`src/hw/ssp_defines.vh`:
```
// Register offsets, field positions, reset values and mode codes
`ifndef SSP_DEFINES_VH
`define SSP_DEFINES_VH

// Register offsets on the plain register port
`define SSP_OFS_GLB_INT 8'h0b
`define SSP_OFS_PER_FLG 8'h0c
`define SSP_OFS_SHBUF 8'h13
`define SSP_OFS_CTRL 8'h14
`define SSP_OFS_PC_DIR 8'h87
`define SSP_OFS_PER_EN 8'h8c
`define SSP_OFS_ADDR 8'h93
`define SSP_OFS_STAT 8'h94

// Control register fields
`define SSP_CTRL_COLL 7
`define SSP_CTRL_OVF 6
`define SSP_CTRL_EN 5
`define SSP_CTRL_REL 4

// Status register fields
`define SSP_STAT_SAMPLE 7
`define SSP_STAT_EDGE 6
`define SSP_STAT_DATA 5
`define SSP_STAT_STOP 4
`define SSP_STAT_START 3
`define SSP_STAT_READ 2
`define SSP_STAT_FULL 0

// Port flag, enable and direction bits
`define SSP_PER_IRQ 3
`define SSP_PC_SCL 3
`define SSP_PC_SDA 4

// Reset values
`define SSP_RST_ZERO 8'h00
`define SSP_RST_PC_DIR 8'hff

// Mode select codes
`define SSP_MODE_S7 4'h6
`define SSP_MODE_S10 4'h7
`define SSP_MODE_MST 4'hb
`define SSP_MODE_S7I 4'he
`define SSP_MODE_S10I 4'hf

// Bit slots in one byte frame
`define SSP_LAST_DATA 4'h8
`define SSP_ACK_SLOT 4'h9

`endif

```
`src/hw/ssp_sync.v`:
```
// Two-stage synchroniser for the bus pins
`timescale 1ns/1ps

module ssp_sync
#(
    parameter WIDTH = 2
)
(
    input wire i_clk,
    input wire i_rst_b,
    input wire [WIDTH-1:0] i_async,
    output reg [WIDTH-1:0] o_sync
);

reg [WIDTH-1:0] meta_q;

// Idle bus is high, so both stages reset to one
always @(posedge i_clk or negedge i_rst_b)
begin
    if (!i_rst_b)
    begin
        meta_q <= {WIDTH{1'b1}};
        o_sync <= {WIDTH{1'b1}};
    end
    else
    begin
        meta_q <= i_async;
        o_sync <= meta_q;
    end
end

endmodule

```
`src/hw/ssp_i2c_slave.v`:
```
// Two-wire serial port: slave transmitter, bus monitor and registers
//
// Our own choice: the address-and-strobe port.
`timescale 1ns/1ps
`include "ssp_defines.vh"
// ************************************************************
// ************************************************************

module ssp_i2c_slave
(
    input wire I_REF_CLK,
    input wire I_RST_B,
    input wire [7:0] I_ADDR,
    input wire [7:0] I_WDATA,
    input wire I_WR,
    input wire I_RD,
    output reg [7:0] O_RDATA,
    input wire I_SCL,
    output reg O_SCL,
    output reg O_SCL_OE,
    input wire I_SDA,
    output reg O_SDA,
    output reg O_SDA_OE
);

// ************************************************************
// Slave sequencer states
// ************************************************************
localparam ST_IDLE = 3'd0;
localparam ST_ADDR = 3'd1;
localparam ST_RX = 3'd2;
localparam ST_TX = 3'd3;
localparam ST_IGN = 3'd4;

// Modes in which the slave logic takes part
function slave_mode;
    input [3:0] m;
    begin
        slave_mode = (m == `SSP_MODE_S7) || (m == `SSP_MODE_S10) ||
            (m == `SSP_MODE_S7I) || (m == `SSP_MODE_S10I);
    end
endfunction

// Modes with START/STOP interrupts
function cond_irq_mode;
    input [3:0] m;
    begin
        cond_irq_mode = (m == `SSP_MODE_MST) || (m == `SSP_MODE_S7I) ||
            (m == `SSP_MODE_S10I);
    end
endfunction

// ************************************************************
// Registers and their next values
// ************************************************************
reg [7:0] glb_q, glb_d;
reg [7:0] pflg_q, pflg_d;
reg [7:0] pen_q, pen_d;
reg [7:0] pdir_q, pdir_d;
reg [7:0] addr_q, addr_d;
reg [7:0] buf_q, buf_d;
reg [7:0] sr_q, sr_d;
reg [3:0] mode_q, mode_d;
reg coll_q, coll_d;
reg ovf_q, ovf_d;
reg en_q, en_d;
reg rel_q, rel_d;
reg sample_q, sample_d;
reg edge_q, edge_d;
reg data_q, data_d;
reg stop_q, stop_d;
reg start_q, start_d;
reg read_q, read_d;
reg full_q, full_d;
reg [2:0] st_q, st_d;
reg [3:0] bit_q, bit_d;
reg ack_q, ack_d;
reg str_q, str_d;
reg pend_q, pend_d;
reg scl_p_q;
reg sda_p_q;
reg [7:0] rdata_d;
reg scl_oe_d;
reg sda_oe_d;
reg flag_set;
reg active;

wire [1:0] pins_s;
wire scl_s = pins_s[0];
wire sda_s = pins_s[1];
wire rise_ev = scl_s && !scl_p_q;
wire fall_ev = !scl_s && scl_p_q;
wire start_ev = scl_s && scl_p_q && sda_p_q && !sda_s;
wire stop_ev = scl_s && scl_p_q && !sda_p_q && sda_s;
wire wr_buf = I_WR && (I_ADDR == `SSP_OFS_SHBUF);
wire wr_ctrl = I_WR && (I_ADDR == `SSP_OFS_CTRL);
wire wr_stat = I_WR && (I_ADDR == `SSP_OFS_STAT);
wire wr_pflg = I_WR && (I_ADDR == `SSP_OFS_PER_FLG);
wire wr_pen = I_WR && (I_ADDR == `SSP_OFS_PER_EN);
wire [7:0] ctrl_v = {coll_q, ovf_q, en_q, rel_q, mode_q};
wire [7:0] stat_v = {sample_q, edge_q, data_q, stop_q, start_q,
    read_q, 1'b0, full_q};

// ************************************************************
// Pin synchronisers
// ************************************************************
ssp_sync #(
    .WIDTH(2)
) u_sync (
    .i_clk(I_REF_CLK),
    .i_rst_b(I_RST_B),
    .i_async({I_SDA, I_SCL}),
    .o_sync(pins_s)
);

// ************************************************************
// Next-state logic
// ************************************************************
// Software writes first, then bus events; hardware sets win
always @*
begin
    glb_d = glb_q;
    pflg_d = pflg_q;
    pen_d = pen_q;
    pdir_d = pdir_q;
    addr_d = addr_q;
    buf_d = buf_q;
    sr_d = sr_q;
    mode_d = mode_q;
    coll_d = coll_q;
    ovf_d = ovf_q;
    en_d = en_q;
    rel_d = rel_q;
    sample_d = sample_q;
    edge_d = edge_q;
    data_d = data_q;
    stop_d = stop_q;
    start_d = start_q;
    read_d = read_q;
    full_d = full_q;
    st_d = st_q;
    bit_d = bit_q;
    ack_d = ack_q;
    str_d = str_q;
    pend_d = pend_q;
    flag_set = 1'b0;
    active = (st_q == ST_ADDR) || (st_q == ST_RX) || (st_q == ST_TX);

    // Software writes; bits that hardware sets are overridden below
    if (I_WR && (I_ADDR == `SSP_OFS_GLB_INT))
        glb_d = I_WDATA;
    if (wr_pflg)
        pflg_d = I_WDATA;
    if (wr_pen)
    begin
        pen_d = I_WDATA;
        // Enabling while the bus is busy defers to the next STOP
        if (I_WDATA[`SSP_PER_IRQ] && !pen_q[`SSP_PER_IRQ] && start_q)
            pend_d = 1'b1;
    end
    if (I_WR && (I_ADDR == `SSP_OFS_PC_DIR))
        pdir_d = I_WDATA;
    if (I_WR && (I_ADDR == `SSP_OFS_ADDR))
        addr_d = I_WDATA;
    if (wr_ctrl)
    begin
        coll_d = I_WDATA[`SSP_CTRL_COLL];
        ovf_d = I_WDATA[`SSP_CTRL_OVF];
        en_d = I_WDATA[`SSP_CTRL_EN];
        rel_d = I_WDATA[`SSP_CTRL_REL];
        mode_d = I_WDATA[3:0];
    end
    if (wr_stat)
    begin
        // Only the two select bits are writable
        sample_d = I_WDATA[`SSP_STAT_SAMPLE];
        edge_d = I_WDATA[`SSP_STAT_EDGE];
    end
    if (I_RD && (I_ADDR == `SSP_OFS_SHBUF))
        full_d = 1'b0;
    if (wr_buf)
    begin
        // A write while a byte is shifting out is dropped
        if ((st_q == ST_TX) && !str_q && (bit_q < `SSP_LAST_DATA))
            coll_d = 1'b1;
        else
        begin
            buf_d = I_WDATA;
            sr_d = I_WDATA;
        end
    end

    // Bus events; disabling clears START/STOP status in the write's own cycle
    if (!en_d)
    begin
        st_d = ST_IDLE;
        bit_d = 4'h0;
        ack_d = 1'b0;
        str_d = 1'b0;
        start_d = 1'b0;
        stop_d = 1'b0;
    end
    else if (start_ev)
    begin
        start_d = 1'b1;
        stop_d = 1'b0;
        if (cond_irq_mode(mode_q))
            flag_set = 1'b1;
        // Mode 1011 leaves the slave idle
        st_d = slave_mode(mode_q) ? ST_ADDR : ST_IDLE;
        bit_d = 4'h0;
        ack_d = 1'b0;
        str_d = 1'b0;
        data_d = 1'b0;
    end
    else if (stop_ev)
    begin
        stop_d = 1'b1;
        start_d = 1'b0;
        if (cond_irq_mode(mode_q) || pend_q)
            flag_set = 1'b1;
        pend_d = 1'b0;
        st_d = ST_IDLE;
        bit_d = 4'h0;
        ack_d = 1'b0;
        str_d = 1'b0;
    end
    else if (rise_ev && active)
    begin
        if (bit_q < `SSP_LAST_DATA)
        begin
            // Sampling happens only in slave states and is skipped while the slave transmits
            if (st_q != ST_TX)
                sr_d = {sr_q[6:0], sda_s};
            bit_d = bit_q + 4'h1;
        end
        else if (bit_q == `SSP_LAST_DATA)
        begin
            bit_d = `SSP_ACK_SLOT;
            // Ninth rising edge: high SDA means no acknowledge
            if ((st_q == ST_TX) && sda_s)
            begin
                st_d = ST_IDLE;
                bit_d = 4'h0;
                read_d = 1'b0;
                data_d = 1'b0;
                full_d = 1'b0;
            end
        end
    end
    else if (fall_ev && active)
    begin
        if ((st_q == ST_TX) && (bit_q != 4'h0) &&
            (bit_q < `SSP_LAST_DATA))
            sr_d = {sr_q[6:0], 1'b0};
        else if ((bit_q == `SSP_LAST_DATA) && (st_q != ST_TX))
        begin
            // Eighth falling edge: byte decision
            if (st_q == ST_ADDR)
            begin
                if (sr_q[7:1] != addr_q[7:1])
                    st_d = ST_IGN;
                else if (!full_q && !ovf_q)
                begin
                    buf_d = sr_q;
                    full_d = 1'b1;
                    read_d = sr_q[0];
                    data_d = 1'b0;
                    ack_d = 1'b1;
                    st_d = sr_q[0] ? ST_TX : ST_RX;
                end
                else
                begin
                    ovf_d = full_q ? 1'b1 : ovf_q;
                    st_d = ST_RX;
                end
            end
            else if (!full_q && !ovf_q)
            begin
                buf_d = sr_q;
                full_d = 1'b1;
                data_d = 1'b1;
                ack_d = 1'b1;
            end
            else if (full_q)
                ovf_d = 1'b1;
        end
        else if (bit_q == `SSP_ACK_SLOT)
        begin
            // Ninth falling edge: byte done
            ack_d = 1'b0;
            flag_set = 1'b1;
            bit_d = 4'h0;
            if (st_q == ST_TX)
            begin
                str_d = 1'b1;
                rel_d = 1'b0;
            end
        end
    end

    // Stretch ends once software sets the release bit
    if (str_q && rel_q)
        str_d = 1'b0;
    if (flag_set)
        pflg_d[`SSP_PER_IRQ] = 1'b1;
end

// ************************************************************
// Read mux and pin drive
// ************************************************************
// Open drain: an enable only ever pulls a line low
always @*
begin
    rdata_d = 8'h00;
    if (!I_RD)
        rdata_d = 8'h00;
    else if (I_ADDR == `SSP_OFS_GLB_INT)
        rdata_d = glb_q;
    else if (I_ADDR == `SSP_OFS_PER_FLG)
        rdata_d = pflg_q;
    else if (I_ADDR == `SSP_OFS_SHBUF)
        rdata_d = buf_q;
    else if (I_ADDR == `SSP_OFS_CTRL)
        rdata_d = ctrl_v;
    else if (I_ADDR == `SSP_OFS_PC_DIR)
        rdata_d = pdir_q;
    else if (I_ADDR == `SSP_OFS_PER_EN)
        rdata_d = pen_q;
    else if (I_ADDR == `SSP_OFS_ADDR)
        rdata_d = addr_q;
    else if (I_ADDR == `SSP_OFS_STAT)
        rdata_d = stat_v;
    scl_oe_d = en_q && (!pdir_q[`SSP_PC_SCL] || str_q);
    sda_oe_d = en_q && (!pdir_q[`SSP_PC_SDA] || ack_q ||
        ((st_q == ST_TX) && (bit_q < `SSP_LAST_DATA) && !sr_q[7]));
end

// ************************************************************
// State registers
// ************************************************************
always @(posedge I_REF_CLK or negedge I_RST_B)
begin
    if (!I_RST_B)
    begin
        glb_q <= `SSP_RST_ZERO;
        pflg_q <= `SSP_RST_ZERO;
        pen_q <= `SSP_RST_ZERO;
        pdir_q <= `SSP_RST_PC_DIR;
        addr_q <= `SSP_RST_ZERO;
        buf_q <= `SSP_RST_ZERO;
        sr_q <= `SSP_RST_ZERO;
        mode_q <= 4'h0;
        coll_q <= 1'b0;
        ovf_q <= 1'b0;
        en_q <= 1'b0;
        rel_q <= 1'b0;
        sample_q <= 1'b0;
        edge_q <= 1'b0;
        data_q <= 1'b0;
        stop_q <= 1'b0;
        start_q <= 1'b0;
        read_q <= 1'b0;
        full_q <= 1'b0;
        st_q <= ST_IDLE;
        bit_q <= 4'h0;
        ack_q <= 1'b0;
        str_q <= 1'b0;
        pend_q <= 1'b0;
        scl_p_q <= 1'b1;
        sda_p_q <= 1'b1;
        O_RDATA <= 8'h00;
        O_SCL <= 1'b0;
        O_SCL_OE <= 1'b0;
        O_SDA <= 1'b0;
        O_SDA_OE <= 1'b0;
    end
    else
    begin
        glb_q <= glb_d;
        pflg_q <= pflg_d;
        pen_q <= pen_d;
        pdir_q <= pdir_d;
        addr_q <= addr_d;
        buf_q <= buf_d;
        sr_q <= sr_d;
        mode_q <= mode_d;
        coll_q <= coll_d;
        ovf_q <= ovf_d;
        en_q <= en_d;
        rel_q <= rel_d;
        sample_q <= sample_d;
        edge_q <= edge_d;
        data_q <= data_d;
        stop_q <= stop_d;
        start_q <= start_d;
        read_q <= read_d;
        full_q <= full_d;
        st_q <= st_d;
        bit_q <= bit_d;
        ack_q <= ack_d;
        str_q <= str_d;
        pend_q <= pend_d;
        scl_p_q <= scl_s;
        sda_p_q <= sda_s;
        O_RDATA <= rdata_d;
        O_SCL <= 1'b0; // Driven level is always low
        O_SCL_OE <= scl_oe_d;
        O_SDA <= 1'b0;
        O_SDA_OE <= sda_oe_d;
    end
end

endmodule

```
`config.mk`:
```
export PLATFORM = sky130hd
export DESIGN_NAME = ssp_i2c_slave
export DESIGN_NICKNAME = d
export VERILOG_FILES = /design/src/hw/ssp_sync.v /design/src/hw/ssp_i2c_slave.v
export VERILOG_INCLUDE_DIRS = /design/src /design/src/hw
export SDC_FILE = /design/constraint.sdc
export NUM_CORES = 1
export LEC_CHECK = 0
export BUFFER_PORTS_ARGS = -buffer_cell sky130_fd_sc_hd__buf_2
export CORE_MARGIN = 2
export CORE_UTILIZATION = 61
export DETAILED_ROUTE_END_ITERATION = 10
export PLACE_DENSITY = 0.88
export SYNTH_ARGS = -nofsm -noshare
export SYNTH_HDL_FRONTEND = slang
export SYNTH_SLANG_ARGS = --single-unit
```
`constraint.sdc`:
```
create_clock -name I_REF_CLK -period 2.8 [get_ports I_REF_CLK]
set_input_delay 0.28 -clock I_REF_CLK [delete_from_list [all_inputs] [get_ports I_REF_CLK]]
set_output_delay 0.28 -clock I_REF_CLK [all_outputs]
set_load 0.02 [all_outputs]
```
==> metrics.csv <==
metric,value,unit
relative slew slack,0.227,
Post-synth EDFFs,0,
Max VDD drop,0.000522,V
setup clock skew after layout,0.0123,ns
Slew @ Worst Pin,1.16,ns
Setup WS pre-CTS,0.377,ns
maxcap violations,0,
routability cong.,0.948,
placed cell count,617,
Mean Syn Cell Area,10.5,µm²
H-tree lvl count,3,
clock sink count,97,
worst-skew pair later-pin latency,0.37,ns
fin crit share,0.872,
Setup CP Type,reg -> reg,
Hold Crit Start,I_SDA,
die height,96.2,µm
vias per cell,6.84,
Power Density,592,mW/mm²
"Async S/R FF share, synth",1.00,
total track usage,0.326,
count of input and output buffers,31,
detailed placer's ending HPWL,10100,µm
first drt pass iteration count,6,
final hold vios,0,
largest net degree at the start of global routing,51,
Synth top area share,0.401,
Max Fclk,410,MHz
most area-consuming cells after synthesis,"dfrtp_1, mux2_2, dfstp_2, nand2_1, o21ai_0",
Routed WL per cell,22.0,µm
yosys warns,0,
Post-synth top cells,"dfrtp_1, nand2_1, mux2_2",
antenna fix cells,0,
initial antenna violation count,0,
Worst R2R Start,st_q[2],
Root Driver,clkbuf_8,
kind of start point of the critical path,register,
CP arrival,2.75,ns
WHS,0.0117,ns
Main synth FF type,dfrtp_1,
final WL,13900,µm
crit-path max FO,15,
clk buf depth,2,
Leak Pwr,0.00267,µW
die area,0.00925,mm²
cell area after synthesis,0.00518,mm²
# setup viols final,0,
total grt overflow,0,
top-count cell post-synth,dfrtp_1,
cell taking the most area after synthesis,dfrtp_1,
Setup TNS,0,ns
DR iter-0 viols,649,
die width,96.2,µm
Final nets,550,
GRT Max-Usage Layer,met2,
global-route wire length before repair,22400,µm
final routed DRC violation total,0,
"Seq/Total Area, Yosys",0.472,
initial core utilization,0.631,
Util after Layout,0.696,
CP Data Required Time,3.11,ns
Finished Layout Cells,635,
core area,0.00822,mm²
TritonCTS buffer count,9,
vias in the first global route,4228,
met1 usage,0.457,
"flops & latches, synth",97,
Critical path origin,st_q[2],
Final WS setup,0.358,ns
CP Capture Type,register,
"Area growth, synth to finish",10.3,%
Tmin final,2.44,ns
Global Route met2 Usage,0.498,
Site Rows,33,
routing usage on met3,0.0705,
DR vias,4342,
IO Pins,34,
HP Class,in -> reg,
Final Slew Violations,0,
layout cells sized above 1,0.270,
RSZ-0062 raised after global routing,no,
status,finished clean,
Syn Inst Count,496,
CTS tree,built,
Post-DRT Antenna Nets,0,
Cell variety after synth,79,
Worst-path clk slew,0.10,ns
per-stage QoR:
stage	total power [µW]	cell area, µm²
detailed placement	2300	5460
finish	3390	5720
floorplan	2080	5190
global placement	2260	5460
global route	3540	5720
CTS	3380	5720
cell usage in the layout, fill, tap and decap left out, drive strengths merged, types with 3 or more instances in the layout:
master	n
mux2	57
nand4b	3
xnor2	7
a31oi	5
a22oi	6
a221oi	9
ha	3
a221o	6
nor2	17
and3b	3
o211ai	4
buf	39
nand2	77
o21ai	32
nor4b	4
nor3b	4
nand4	5
or4	4
and3	13
and2	6
mux2i	4
dfrtp	83
nand3b	3
clkbuf	10
a21oi	18
a222oi	3
a21o	3
o22ai	3
o31ai	4
inv	14
bufinv	3
dfstp	14
nor3	7
nand3	10
a32o	3
area by class of cell:
type	count	area [µm²]
clock buffers	10	128
fillers	611	2500
repair buffers	41	263
multi-input cells	363	2590
well taps	105	131
clock inverters	6	115
inverters	13	48.8
flip-flops and latches	97	2440
critical path, stage by stage, from the launching register on:
cell	delay, ns
dfrtp_1	0.54
nand4bb_1	0.42
o2111ai_1	1.01
nand2_1	0.13
nand2_1	0.12
mux2_2	0.15
flip-flops by register name, indices dropped and copies added (netlist names), 2 cells and up:
name	flops
O_RDATA	8
addr_q	8
buf_q	8
glb_q	8
pdir_q	8
pen_q	8
pflg_q	8
sr_q	8
bit_q	4
mode_q	4
st_q	3
u_sync.meta_q	2
u_sync.o_sync	2
final timing paths:
check / endpoint / slack, ns / depth (start not counted)
hold / removal: u_sync.meta_q[1] / 0.01 / 1
max in group asynchronous: u_sync.o_sync[1] / 1.55 / 3
min in group asynchronous: pflg_q[0] / 0.50 / 2
setup / recovery: buf_q[1] / 0.36 / 5
setup reg to reg: buf_q[1] / 0.36 / 5
hold reg to reg: u_sync.o_sync[1] / 0.36 / 0
kinds of logic after synthesis:
family                     Yosys count  share of synthesized area
and+or+nand+nor                    172                      0.183
AOI/OAI and AO/OA                  116                      0.160
DFF                                 97                      0.472
muxes                               61                      0.132
buffers and inverters               37                     0.0302
xor gates and xnor gates             9                     0.0152
adders and majority gates            3                    0.00724
other                                1                   0.000723
power by group:
| group | switching [µW] | total, µW | internal [µW] |
|---|---|---|---|
| Combinational | 339 | 595 | 257 |
| Sequential | 160 | 1700 | 1540 |
| Clock | 497 | 1100 | 598 |
| Total | 996 | 3390 | 2390 |
what timing repair did:
| action | CTS | global route |
|---|---|---|
| setup buffers | 0 | 0 |
| hold buffers | 2 | 0 |
| gates resized for setup | 0 | 0 |
| endpoints found under the hold margin | 40 | 0 |
metal layers:
layer,wire [µm],vias to the layer above
li1,-,1901
met1,5710,2134
met2,6450,263
met3,1350,44
met4,428,0
met5,0,-
Power figures use the tool's default switching activity.
